## src/timer_pkg.sv

```systemverilog
/*
 * Constants, field layouts and carrier types for the three-channel
 * timer block: register offsets, control bit positions, reset values
 * and the clock ratio between the fast clock and the slow count rate.
 * Assumes a single 100 MHz clock that serves as the fast internal clock.
 */
package timer_pkg;

    // ------------------------------------------------------------
    // Sizes
    // ------------------------------------------------------------
    localparam int unsigned NUM_TIMERS   = 3;   // Timer blocks.
    localparam int unsigned COUNT_W      = 16;  // Counter and reload width.
    localparam int unsigned ADDR_W       = 8;   // Register bus address width.
    localparam int unsigned DATA_W       = 16;  // Register bus data width.
    localparam int unsigned CTRL_W       = 8;   // Control register width.

    // ------------------------------------------------------------
    // Clock ratio: fast clock cycles per instruction cycle.
    // ------------------------------------------------------------
    localparam int unsigned INSTR_DIV    = 10;

    // ------------------------------------------------------------
    // Register map (byte offsets)
    // ------------------------------------------------------------
    localparam logic [ADDR_W-1:0] TIMER_STRIDE   = 8'h10;  // Spacing of timer blocks.
    localparam logic [3:0]        OFS_CTRL       = 4'h0;   // Control and flags.
    localparam logic [3:0]        OFS_COUNT      = 4'h4;   // Down counter.
    localparam logic [3:0]        OFS_RELOAD_A   = 4'h8;   // reload_capture_a.
    localparam logic [3:0]        OFS_RELOAD_B   = 4'hc;   // reload_capture_b.
    localparam logic [ADDR_W-1:0] OFS_SPEED_SEL  = 8'h30;  // timer_speed_select.

    // ------------------------------------------------------------
    // Control register bit positions
    // ------------------------------------------------------------
    localparam int unsigned BIT_RUN      = 0;   // run_or_underflow_flag.
    localparam int unsigned BIT_MODE1    = 1;   // mode_select_bit1.
    localparam int unsigned BIT_MODE2    = 2;   // mode_select_bit2.
    localparam int unsigned BIT_MODE3    = 3;   // mode_select_bit3.
    localparam int unsigned BIT_ENA      = 4;   // irq_enable_a.
    localparam int unsigned BIT_PNDA     = 5;   // pending_flag_a.
    localparam int unsigned BIT_ENB      = 6;   // irq_enable_b.
    localparam int unsigned BIT_PNDB     = 7;   // pending_flag_b.

    // ------------------------------------------------------------
    // Reset values
    // ------------------------------------------------------------
    localparam logic [CTRL_W-1:0]  CTRL_RESET  = 8'h00;
    localparam logic [COUNT_W-1:0] COUNT_RESET = 16'h0000;
    localparam logic [7:0]         SPEED_RESET = 8'h00;

    // Per-timer software view, carried to the read multiplexer.
    typedef struct packed {
        logic [CTRL_W-1:0]  ctrl;
        logic [COUNT_W-1:0] count;
        logic [COUNT_W-1:0] reload_a;
        logic [COUNT_W-1:0] reload_b;
    } timer_view_s;

endpackage

```

## src/triple_timer_pwm_capture.sv

```systemverilog
/*
 * Three 16-bit down-counting timer blocks, timer one slow only, with PWM, external
 * event counting and dual-edge input capture, behind a simple register
 * port. Assumes timer pins arrive asynchronously and that the register
 * master issues one-cycle strobes on the same clock.
 */
// The plain strobed port and the register offsets are this design's own decisions.
`timescale 1ns/1ns
module triple_timer_pwm_capture
    import timer_pkg::*;
#(
    parameter int unsigned DIV = INSTR_DIV  // Fast cycles per instruction cycle.
) (
    // Clock and reset.
    input  wire logic                     clk,
    input  wire logic                     arst_n,
    // Register port.
    input  wire logic [ADDR_W-1:0]        addr,
    input  wire logic [DATA_W-1:0]        wr_data,
    input  wire logic                     wr_en,
    input  wire logic                     rd_en,
    output logic      [DATA_W-1:0]        rd_data,
    // Timer pins, one bit per timer block.
    input  wire logic [NUM_TIMERS-1:0]    timer_pin_a_in,
    output logic      [NUM_TIMERS-1:0]    timer_pin_a_out,
    output logic      [NUM_TIMERS-1:0]    timer_pin_a_oe_n,
    input  wire logic [NUM_TIMERS-1:0]    timer_pin_b_in,
    // Interrupt requests per timer and source.
    output logic      [NUM_TIMERS-1:0]    irq_a,
    output logic      [NUM_TIMERS-1:0]    irq_b
);

    // ------------------------------------------------------------
    // Instruction cycle enable
    // ------------------------------------------------------------
    logic [7:0]  div_count;       // Divider position.
    logic        instr_tick;      // One-cycle pulse at instruction rate.
    logic [7:0]  speed_sel;       // timer_speed_select register.
    timer_view_s view [NUM_TIMERS];  // Software view of each timer.

    // The slow rate is a pulse rather than a derived clock so the
    // whole block stays in one clock domain.
    // The first pulse comes DIV cycles after reset.
    // A slow timer started at once may wait a
    // whole instruction cycle for its first count.
    // The pulse is registered, so every timer
    // sees it on the same clock edge.
    always_ff @(posedge clk or negedge arst_n) begin
        if (!arst_n) begin
            div_count  <= 8'h00;
            instr_tick <= 1'b0;
        end else if (div_count == 8'(DIV - 1)) begin
            div_count  <= 8'h00;
            instr_tick <= 1'b1;
        end else begin
            div_count  <= div_count + 8'h01;
            instr_tick <= 1'b0;
        end
    end

    // ------------------------------------------------------------
    // Speed select register
    // ------------------------------------------------------------
    // Only the two select bits are stored; the upper bits read zero.
    always_ff @(posedge clk or negedge arst_n) begin
        if (!arst_n) begin
            speed_sel <= SPEED_RESET;
        end else if (wr_en && addr == OFS_SPEED_SEL) begin
            speed_sel <= {6'h00, wr_data[1:0]};
        end
    end

    // ------------------------------------------------------------
    // Pin synchronisers
    // ------------------------------------------------------------
    logic [NUM_TIMERS-1:0] a_meta;   // First stage, read only by a_sync.
    logic [NUM_TIMERS-1:0] a_sync;   // Second stage.
    logic [NUM_TIMERS-1:0] b_meta;   // First stage, read only by b_sync.
    logic [NUM_TIMERS-1:0] b_sync;   // Second stage.

    // Two flip-flops before any logic sees the pins.
    // This costs two cycles of latency on every edge.
    // Capture values on a fast timer are therefore two counts late,
    // but both pins pay the same, so the difference
    // between two captures is exact.
    always_ff @(posedge clk or negedge arst_n) begin
        if (!arst_n) begin
            a_meta <= '0;
            a_sync <= '0;
            b_meta <= '0;
            b_sync <= '0;
        end else begin
            a_meta <= timer_pin_a_in;
            a_sync <= a_meta;
            b_meta <= timer_pin_b_in;
            b_sync <= b_meta;
        end
    end

    // ------------------------------------------------------------
    // Timer blocks
    // ------------------------------------------------------------
    for (genvar i = 0; i < NUM_TIMERS; i++) begin : g_timer
        logic [CTRL_W-1:0]  ctrl;        // Control and flags.
        logic [COUNT_W-1:0] count;       // Down counter.
        logic [COUNT_W-1:0] reload_a;    // reload_capture_a.
        logic [COUNT_W-1:0] reload_b;    // reload_capture_b.
        logic               next_is_b;   // Next PWM reload comes from B.
        logic               a_prev;      // Pin A sampled at the last tick.
        logic               b_prev;      // Pin B sampled at the last tick.
        logic               pin_out;     // Driven level of pin A.
        logic               tick;        // Count rate pulse for this timer.
        logic               sel_fast;    // Timer uses the fast clock.
        logic               mode_pwm;    // Mode bits 10x.
        logic               mode_event;  // Mode bits 00x.
        logic               mode_cap;    // Mode bits x1x.
        logic               a_edge;      // Selected edge seen on pin A.
        logic               b_edge;      // Selected edge seen on pin B.
        logic               underflow;   // Counter passes through zero now.
        logic               set_pnda;    // Hardware sets pending A.
        logic               set_pndb;    // Hardware sets pending B.
        logic               set_run;     // Capture underflow flag set.
        logic               base_hit;    // Address falls in this block.
        logic               wr_ctrl;     // Write to control.
        logic               wr_count;    // Write to counter.
        logic               wr_ra;       // Write to reload A.
        logic               wr_rb;       // Write to reload B.

        // Timer one has no fast option; two and three follow their bit.
        // A generate branch keeps the select index in range.
        if (i == 0) begin : g_slow_only
            assign sel_fast = 1'b0;
        end else begin : g_speed_bit
            assign sel_fast = speed_sel[i-1];
        end
        assign tick     = sel_fast | instr_tick;

        // Mode decode from mode bits 2 and 3.
        assign mode_pwm   = ctrl[BIT_MODE3] & ~ctrl[BIT_MODE2];
        assign mode_event = ~ctrl[BIT_MODE3] & ~ctrl[BIT_MODE2];
        assign mode_cap   = ctrl[BIT_MODE2];

        // Edges are judged between samples taken at the count rate, so
        // a pulse shorter than one count period may go unseen.
        always_comb begin
            if (mode_cap) begin
                // Bit 1 picks the pin A polarity, bit 3 the pin B one.
                a_edge = ctrl[BIT_MODE1] ? (a_prev & ~a_sync[i])
                                         : (~a_prev & a_sync[i]);
                b_edge = ctrl[BIT_MODE3] ? (b_prev & ~b_sync[i])
                                         : (~b_prev & b_sync[i]);
            end else begin
                a_edge = ctrl[BIT_MODE1] ? (a_prev & ~a_sync[i])
                                         : (~a_prev & a_sync[i]);
                b_edge = ~b_prev & b_sync[i];
            end
        end

        // Underflow condition for each mode.
        // PWM needs the run bit; capture ignores it,
        // since there it is the underflow flag.
        // Event counting underflows only on an edge
        // that finds the counter already at zero.
        always_comb begin
            if (mode_cap) begin
                underflow = tick && count == '0;
            end else if (mode_event) begin
                underflow = tick && ctrl[BIT_RUN] && a_edge
                            && count == '0;
            end else begin
                underflow = tick && ctrl[BIT_RUN] && count == '0;
            end
        end

        // Hardware flag events.
        always_comb begin
            set_pnda = 1'b0;
            set_pndb = 1'b0;
            set_run  = 1'b0;
            if (mode_pwm) begin
                set_pnda = underflow && !next_is_b;
                set_pndb = underflow && next_is_b;
            end else if (mode_event) begin
                set_pnda = underflow;
                set_pndb = tick && b_edge;
            end else begin
                set_pnda = tick && a_edge;
                set_pndb = tick && b_edge;
                set_run  = underflow;
            end
        end

        // Register decode for this block.
        assign base_hit = addr[ADDR_W-1:4] == 4'(i);
        assign wr_ctrl  = wr_en && base_hit && addr[3:0] == OFS_CTRL;
        assign wr_count = wr_en && base_hit && addr[3:0] == OFS_COUNT;
        assign wr_ra    = wr_en && base_hit && addr[3:0] == OFS_RELOAD_A;
        assign wr_rb    = wr_en && base_hit && addr[3:0] == OFS_RELOAD_B;

        // Pin samples for edge detection, updated at the count rate.
        always_ff @(posedge clk or negedge arst_n) begin
            if (!arst_n) begin
                a_prev <= 1'b0;
                b_prev <= 1'b0;
            end else if (tick) begin
                a_prev <= a_sync[i];
                b_prev <= b_sync[i];
            end
        end

        // Control register. A write may land in any mode at any speed;
        // hardware flag sets are ORed after the write so they survive.
        // A read-modify-write from software may
        // therefore see a flag it meant to clear
        // come back; that event was real, not lost.
        always_ff @(posedge clk or negedge arst_n) begin
            if (!arst_n) begin
                ctrl <= CTRL_RESET;
            end else begin
                ctrl <= (wr_ctrl ? wr_data[CTRL_W-1:0] : ctrl)
                        | (CTRL_W'(set_pnda) << BIT_PNDA)
                        | (CTRL_W'(set_pndb) << BIT_PNDB)
                        | (CTRL_W'(set_run) << BIT_RUN);
            end
        end

        // PWM reload sequence: a stopped timer always restarts on A.
        always_ff @(posedge clk or negedge arst_n) begin
            if (!arst_n) begin
                next_is_b <= 1'b0;
            end else if (!mode_pwm || !ctrl[BIT_RUN]) begin
                next_is_b <= 1'b0;
            end else if (underflow) begin
                next_is_b <= ~next_is_b;
            end
        end

        // Down counter. A software write takes priority over counting.
        // A write while a fast timer runs lands, but
        // the count it replaces may already be stale;
        // stop the timer first for a clean change.
        // Capture wraps from zero to all ones.
        always_ff @(posedge clk or negedge arst_n) begin
            if (!arst_n) begin
                count <= COUNT_RESET;
            end else if (wr_count) begin
                count <= wr_data;
            end else if (underflow && mode_pwm) begin
                count <= next_is_b ? reload_b : reload_a;
            end else if (underflow && mode_event) begin
                count <= reload_a;
            end else if (mode_cap && tick) begin
                count <= count - 16'h0001;
            end else if (mode_event && tick && ctrl[BIT_RUN] && a_edge) begin
                count <= count - 16'h0001;
            end else if (mode_pwm && tick && ctrl[BIT_RUN]) begin
                count <= count - 16'h0001;
            end
        end

        // Reload / capture register A. A capture beats a software write
        // so that a measurement is never dropped.
        always_ff @(posedge clk or negedge arst_n) begin
            if (!arst_n) begin
                reload_a <= COUNT_RESET;
            end else if (mode_cap && tick && a_edge) begin
                reload_a <= count;
            end else if (wr_ra) begin
                reload_a <= wr_data;
            end
        end

        // Reload / capture register B.
        always_ff @(posedge clk or negedge arst_n) begin
            if (!arst_n) begin
                reload_b <= COUNT_RESET;
            end else if (mode_cap && tick && b_edge) begin
                reload_b <= count;
            end else if (wr_rb) begin
                reload_b <= wr_data;
            end
        end

        // Pin A drive. Only PWM drives it; other modes release it so
        // it can act as an input.
        // The level is kept across mode changes, so
        // a new PWM run starts from the old level.
        always_ff @(posedge clk or negedge arst_n) begin
            if (!arst_n) begin
                pin_out <= 1'b0;
            end else if (mode_pwm && underflow && ctrl[BIT_MODE1]) begin
                pin_out <= ~pin_out;
            end
        end

        always_ff @(posedge clk or negedge arst_n) begin
            if (!arst_n) begin
                timer_pin_a_out[i]  <= 1'b0;
                timer_pin_a_oe_n[i] <= 1'b1;
            end else begin
                timer_pin_a_out[i]  <= pin_out;
                timer_pin_a_oe_n[i] <= ~mode_pwm;
            end
        end

        // Interrupt requests follow flag and enable.
        // They are levels, one cycle behind the flags,
        // and drop only when software clears the flag
        // or the enable.
        always_ff @(posedge clk or negedge arst_n) begin
            if (!arst_n) begin
                irq_a[i] <= 1'b0;
                irq_b[i] <= 1'b0;
            end else begin
                irq_a[i] <= ctrl[BIT_ENA] & (ctrl[BIT_PNDA]
                            | (mode_cap & ctrl[BIT_RUN]));
                irq_b[i] <= ctrl[BIT_ENB] & ctrl[BIT_PNDB];
            end
        end

        assign view[i] = '{ctrl: ctrl, count: count, reload_a: reload_a, reload_b: reload_b};
    end

    // ------------------------------------------------------------
    // Read port
    // ------------------------------------------------------------
    // Reads have no side effects, so a capture register can be read
    // while the counter keeps running.
    // Data stand for one cycle after the strobe and
    // read zero at every other time, so a slave
    // that never stalls needs no valid signal.
    // Unmapped offsets read zero as well.
    always_ff @(posedge clk or negedge arst_n) begin
        if (!arst_n) begin
            rd_data <= '0;
        end else if (rd_en) begin
            rd_data <= '0;                                         // Unmapped reads zero.
            if (addr == OFS_SPEED_SEL) begin
                rd_data <= {8'h00, speed_sel};
            end
            for (int t = 0; t < NUM_TIMERS; t++) begin
                if (addr[ADDR_W-1:4] == 4'(t)) begin
                    unique case (addr[3:0])
                        OFS_CTRL:     rd_data <= {8'h00, view[t].ctrl};
                        OFS_COUNT:    rd_data <= view[t].count;
                        OFS_RELOAD_A: rd_data <= view[t].reload_a;
                        OFS_RELOAD_B: rd_data <= view[t].reload_b;
                        default:      rd_data <= '0;
                    endcase
                end
            end
        end else begin
            rd_data <= '0;
        end
    end

endmodule

```

## config.mk

```make
export PLATFORM = sky130hd
export DESIGN_NAME = triple_timer_pwm_capture
export DESIGN_NICKNAME = d
export VERILOG_FILES = /design/src/timer_pkg.sv /design/src/triple_timer_pwm_capture.sv
export SDC_FILE = /design/constraint.sdc
export NUM_CORES = 1
export LEC_CHECK = 0
export BUFFER_PORTS_ARGS = -buffer_cell sky130_fd_sc_hd__buf_2
export CAP_MARGIN = 20
export CORE_UTILIZATION = 25
export CTS_BUF_LIST = sky130_fd_sc_hd__clkbuf_16
export DETAILED_ROUTE_END_ITERATION = 8
export PLACE_DENSITY_LB_ADDON = 0.05
export SETUP_SLACK_MARGIN = 0.4
export SYNTH_ARGS = -nofsm -noshare
export SYNTH_HDL_FRONTEND = slang
export SYNTH_SLANG_ARGS = --single-unit
```

## constraint.sdc

```tcl
create_clock -name clk -period 3.55 [get_ports clk]
set_input_delay 0.355 -clock clk [delete_from_list [all_inputs] [get_ports clk]]
set_output_delay 0.355 -clock clk [all_outputs]
set_load 0.1 [all_outputs]
```

[Yosys cells after proc, flatten, opt, wreduce, memory -nomap -nowiden]
Index checks and enable logic that the tools add are counted.
Storage, ports and cells
  bits in writable memories: 0
  latch bits: 0
  register bits after elaboration: 231
  input bits: 34
  ROM bits: 0
  output and inout port bits: 28
  word-level logic and storage cells: 310
  memories kept: 0
Cells by class
  $lt $le $gt $ge: 0
  multiplexer cells: 82
  equality and inequality tests: 7
  add/sub/neg operators: 4
  bitwise gates (word level): 68
  div/mod/pow operators: 0
  shift operators: 0
  multiply operators: 0
  reduce and logical (&&, ||, !) cells: 105
Operator list (number)
  16-bit 2-to-1 mux: 37
  16-bit case mux with 4 select lines: 3
  1-bit logical AND: 76
  16-bit zero test: 3
  16-bit by 1-bit subtractor with 16-bit output, second input constant: 3
  1-bit 2-to-1 mux: 37
  8-bit 2-to-1 mux: 4
  1-bit AND: 27
  1-bit inverter: 27
  8-bit by 1-bit OR with 8-bit output: 3
  8-bit by 6-bit OR with 8-bit output: 3
  8-bit OR: 3
  2-bit nonzero test: 9
  6-bit nonzero test: 3
  1-bit zero test: 9
  8-bit by 1-bit adder with 8-bit output, second input constant: 1
  4-bit equality test, second input constant: 2
  8-bit by 4-bit equality test with 1-bit output, second input constant: 1
  8-bit by 6-bit equality test with 1-bit output, second input constant: 1
  4-bit zero test: 2
  1-bit OR: 5
  4-bit by 1-bit equality test with 1-bit output, second input constant: 1
  4-bit by 2-bit equality test with 1-bit output, second input constant: 1
  4-bit by 3-bit equality test with 1-bit output, second input constant: 1
  other kinds (2): 4

[Depth between registers and ports, before layout]
  word-level depth: 12
  gate-level depth with buffers: 10
  gate-level depth less buffers: 8

[Worst setup path before layout]
No wires, ideal clock.
  path kind: register -> register
  start: register g_timer[1].count[0]
  end: register g_timer[1].count[0]
  period minus slack after synthesis: 2.626 ns
  setup time: 0.132 ns
  setup slack: 0.924 ns
  arrival: 2.494 ns
  required time: 3.418 ns
  stages on the path, launching flop included: 10
  buffers on the path: 1
  path through: dfrtp_1 > inv_1 > ha_1 > nor3b_1 > nand4b_1 > nor3_1 > nand2b_1 > clkbuf_1 > a221oi_1 > a21oi_1
On the way
  cells in the longest elaborated chain, start to end: 8
  elaborated cells on any way between the ends: 16
  those cells by class: add/sub: 1; mux: 8; reduce/logical: 7
RTL lines
  start, declared: line triple_timer_pwm_capture.sv:105  | logic [COUNT_W-1:0] count;
  start signal, assigned: line triple_timer_pwm_capture.sv:247  | count <= wr_data;
  start signal, assigned: line triple_timer_pwm_capture.sv:249  | count <= next_is_b ? reload_b : reload_a;
  start signal, assigned: line triple_timer_pwm_capture.sv:251  | count <= reload_a;
  parallel branches: the longest is 8 deep, another holds 16-bit by 1-bit subtractor with 16-bit output
Parallel ways; which one is timed is not known. The select of a mux whose other input is x is not followed.
A chain may end at the register's enable or synchronous reset.

[Worst setup path after layout]
  start: register g_timer[0].count[8]
  end: register g_timer[0].count[3]
On the way
  cells in the longest elaborated chain, start to end: 8
  elaborated cells on any way between the ends: 12
  those cells by class: mux: 5; reduce/logical: 7
RTL lines
  start, declared: line triple_timer_pwm_capture.sv:105
  start signal, assigned: line triple_timer_pwm_capture.sv:247
  start signal, assigned: line triple_timer_pwm_capture.sv:249
  start signal, assigned: line triple_timer_pwm_capture.sv:251
  16-bit zero test (*): line triple_timer_pwm_capture.sv:166, triple_timer_pwm_capture.sv:169, triple_timer_pwm_capture.sv:171
  1-bit logical AND, on equally long branches: line triple_timer_pwm_capture.sv:171, triple_timer_pwm_capture.sv:169
  1-bit 2-to-1 mux: line triple_timer_pwm_capture.sv:167  | end else if (mode_event) begin
  1-bit 2-to-1 mux (*): line triple_timer_pwm_capture.sv:165  | if (mode_cap) begin
  1-bit logical AND: line triple_timer_pwm_capture.sv:250  | end else if (underflow && mode_event) begin
  16-bit 2-to-1 mux: line triple_timer_pwm_capture.sv:250
  16-bit 2-to-1 mux: line triple_timer_pwm_capture.sv:248  | end else if (underflow && mode_pwm) begin
  16-bit 2-to-1 mux: line triple_timer_pwm_capture.sv:246  | end else if (wr_count) begin
Every way passes the cells marked *; elsewhere a longest branch is shown, timed or not.

==> results.yml <==
grt:
  antenna_found_initial: 0
  grt_usage_pct: 20.4
  globalRoute.totalOverflow: 0
  grt_pass1_vias: 11400
  grt_pass1_wl_um: 81300
  grt_max_degree: 76
pwr:
  p_leak_nw: 6.29
  seq_power_share_pct: 43.1
  switchingPower_mw: 2.54
  p_int_mw: 5.35
  combinationalPowerShare_pct: 16.6
  clkPwrFrac_pct: 40.4
  power_density_nw_per_um2: 501
  power_mw: 7.89
  peakVddDrop_v: 0.000309
  switching_share_pct: 32.2
min_path:
  hold_path.class: "input port to flip-flop"
floorplanning:
  die_area_um2: 54500
  core-area_um2: 52800
  rows: 84
  initial_core_util_pct: 25.4
  die_w_um: 233
  fp.dieH_um: 233
  io-pin-count: 62
finish:
  multi_input_area_um2: 7090
  seq_area_um2: 5780
  stdcell_count: 2239
  drive_gt1_share_pct: 17.2
  areaGrowthSynthToFinish_pct: 17.7
  nets: 1564
  fillers: 5601
timing:
  fin_setup_tns_ns: 0
  fin_skew_ns: 0.0254
  setup_slack_ns: 0.630
  max-slew-margin-rel_pct: 27.2
  max_freq_ghz: 0.342
  tightest_slew_ns: 1.08
  slew_viol_final: 0
  timing.final.crit_period_ns: 2.92
  finalHoldViolations: 0
  rsz0062_at_grt: "no"
  finalCritPeriodShare_pct: 82.3
  finalSetupViolations: 0
synth:
  ys_top_cells_by_area: "dfrtp_1 43%, mux2i_1 8.4%, a21oi_1 6.8%"
  synthDominantCellAreaShare_pct: 42.6
  synth_cell_types: 69
  postSynthCellCount: 1489
  yosysSeqAreaShare_pct: 43.2
  yosys_most_used_dff: "dfrtp_1"
  synth_top_area_cell: "dfrtp_1"
  synth_area_per_cell_um2: 8.99
  ys_ff_latch: 231
  synth_edf_count: 0
  syn-num-nets: 1528
  synth_warnings: 0
  syn_area_um2: 13400
  async_reset_ff_share_pct: 100
drt:
  wl_um: 55100
  remaining_drc_errors: 32
  topRoutingLayerUsed: "met4"
  vias: 11500
  drt_iter0_markers: 728
  postRouteAntennaNets: 0
  wl_per_cell_um: 24.6
  wl_met3_um: 2530
  drtPass1Iterations: 7
  wl_met2_um: 24200
  met1Wirelength_um: 27000
  vias_per_cell: 5.12
setup_path:
  endpoint_kind: "flip-flop"
  cp_max_fo: 17
  critPathKind: "flip-flop to flip-flop"
  cp-start-kind: "flip-flop"
  crit_required_ns: 4.00
  cp_data_arrival_time_ns: 3.37
cts:
  cts.sinks: 231
  hold_buffers: 7
  htree_levels: 1
  cts_tree: "done"
  postCtsSetupBuffers: 0
  clk_root_buffer_cell: "clkbuf_16"
  cts_max_path_buffers: 3
  numCtsBuffers: 31
  clkTransAtPathRegs_ns: 0.06
  cts-resized-gates: 0
  clkLatencyLatePin_ns: 0.59
run_status:
  violations: "DRC"
  status: "finished, violations left"
run:
  cap_viol_max_count: 0
placement:
  hpwl_um: 37900
  routabilityCongestion: 0.784
  pre_cts_ws_ns: 0.562
  port_buffers: 61
  place_inst: 2173
## Yosys cell counts (all sizes together), types with 3 or more instances
cell type	n
o22ai	39
nand3	27
a211o	3
and3	5
or3	16
xor2	23
nand2	161
a311oi	5
xnor2	22
nor3	19
nand4b	3
o211ai	3
or2	6
a21oi	181
nor3b	7
mux2i	113
o21ai	88
nor4	16
inv	19
o22a	8
mux4	6
buf	20
clkbuf	108
dfstp	3
nor2	151
dfrtp	228
nor4b	4
and2	9
a22oi	35
mux2	52
a221oi	10
or4	7
nand3b	6
o21a	7
a31oi	12
nor2b	10
nand4	4
nand2b	13
a211oi	12
ha	5
## cell type report
cell class	instances	area share [%]
tap	688	5.46
antenna	1	0.0159
clock buffer	31	4.92
inverter	19	0.453
timing repair buffer	131	5.94
sequential	231	36.7
multi-input combinational	1111	45.0
clock inverter	27	1.49
## critical path, stage by stage, from the launching register on
cell	delay [ns]
dfrtp_1	0.47
or4_1	0.66
or4b_4	0.57
nor4_4	0.42
buf_12	0.23
a21oi_1	0.06
a311oi_1	0.25
a21oi_1	0.11
## layer usage
| layer | vias up | global-route usage (%) |
|---|---|---|
| met1 | 5722 | 29.7 |
| met5 | - | 0 |
| li1 | 5407 | - |
| met4 | 0 | 5.72 |
| met2 | 263 | 31.1 |
| met3 | 61 | 2.86 |
## registers in the layout, indices dropped and copies added (netlist names)
name,count
g_timer.count,48
irq_a,3
a_sync,3
a_meta,3
irq_b,3
g_timer.reload_b,48
g_timer.a_prev,3
g_timer.ctrl,24
g_timer.next_is_b,3
div_count,8
g_timer.tick,1
b_sync,3
speed_sel,2
g_timer.reload_a,48
g_timer.pin_out,3
timer_pin_a_oe_n,3
g_timer.b_prev,3
b_meta,3
timer_pin_a_out,3
rd_data,16
## through the flow
step / utilization (%) / hold WS (ns) / instance area (um^2)
global route: 29.9 / 0.0411 / 15800
CTS: 29.9 / 0.0212 / 15800
detailed placement: 27.8 / 0.335 / 14700
global placement: 27.8 / 0.335 / 14700
floorplan: - / 0.0594 / 13400
finish: 29.9 / 0.0447 / 15800
## cell families after synthesis
logic type                 after synthesis  synth area share, %
and+or+nand+nor                        473                 16.9
muxes                                  171                 13.8
adders and majority gates                5                0.467
buffers and inverters                  147                 4.35
xor gates and xnor gates                45                 2.94
DFF                                    231                 43.2
AOI/OAI and AO/OA                      417                 18.3
## cells in the final DEF, fill, tap and decap left out, types with 5 or more instances in the layout
master / count
inv_1: 21
xor2_1: 23
clkinv_1: 9
nor3b_1: 6
nand2b_1: 13
nand3b_1: 6
and3_1: 5
a311oi_1: 5
mux2i_1: 113
and2_1: 9
clkinv_2: 9
o21a_1: 7
nor2b_1: 9
a21oi_1: 178
nor2_1: 147
or2_2: 6
nand2_1: 161
clkbuf_16: 31
a22oi_1: 35
o22a_1: 8
o21ai_0: 86
xnor2_1: 22
a211oi_1: 11
a221oi_1: 9
nor4_1: 14
dlygate4sd3_1: 7
buf_12: 6
nand3_1: 27
ha_1: 5
mux4_2: 6
dfrtp_1: 228
or3_1: 16
a31oi_1: 11
buf_2: 59
mux2_2: 52
o22ai_1: 36
or4_1: 6
nor3_1: 17
buf_4: 58
## worst paths after layout
kind                                                 start                         endpoint  slack [ns]  cells after the start
max                        g_timer[0].count[8]$_DFFE_PN0P_  g_timer[0].count[3]$_DFFE_PN0P_        0.63                      7
min                                                  rd_en             rd_data[0]$_DFF_PN0_        0.04                      2
max reg2reg                g_timer[0].count[8]$_DFFE_PN0P_  g_timer[0].count[3]$_DFFE_PN0P_        0.63                      7
min reg2reg                            a_meta[0]$_DFF_PN0_              a_sync[0]$_DFF_PN0_        0.35                      0
max in group asynchronous                           arst_n    timer_pin_a_oe_n[0]$_DFF_PN1_        2.21                      3
min in group asynchronous                           arst_n    g_timer[2].b_prev$_DFFE_PN0N_        0.36                      2
## power by group through the flow
stage          clock (mW)  combinational, mW  sequential [mW]
2_1_floorplan           0              0.991             3.22
3_3_place_gp            0               1.31             3.45
3_5_place_dp            0               1.31             3.44
4_1_cts              3.29               1.33             3.40
5_1_grt              3.38               1.47             3.46
6_report             3.19               1.31             3.40
Note: power is estimated with default switching activity, not from simulation.
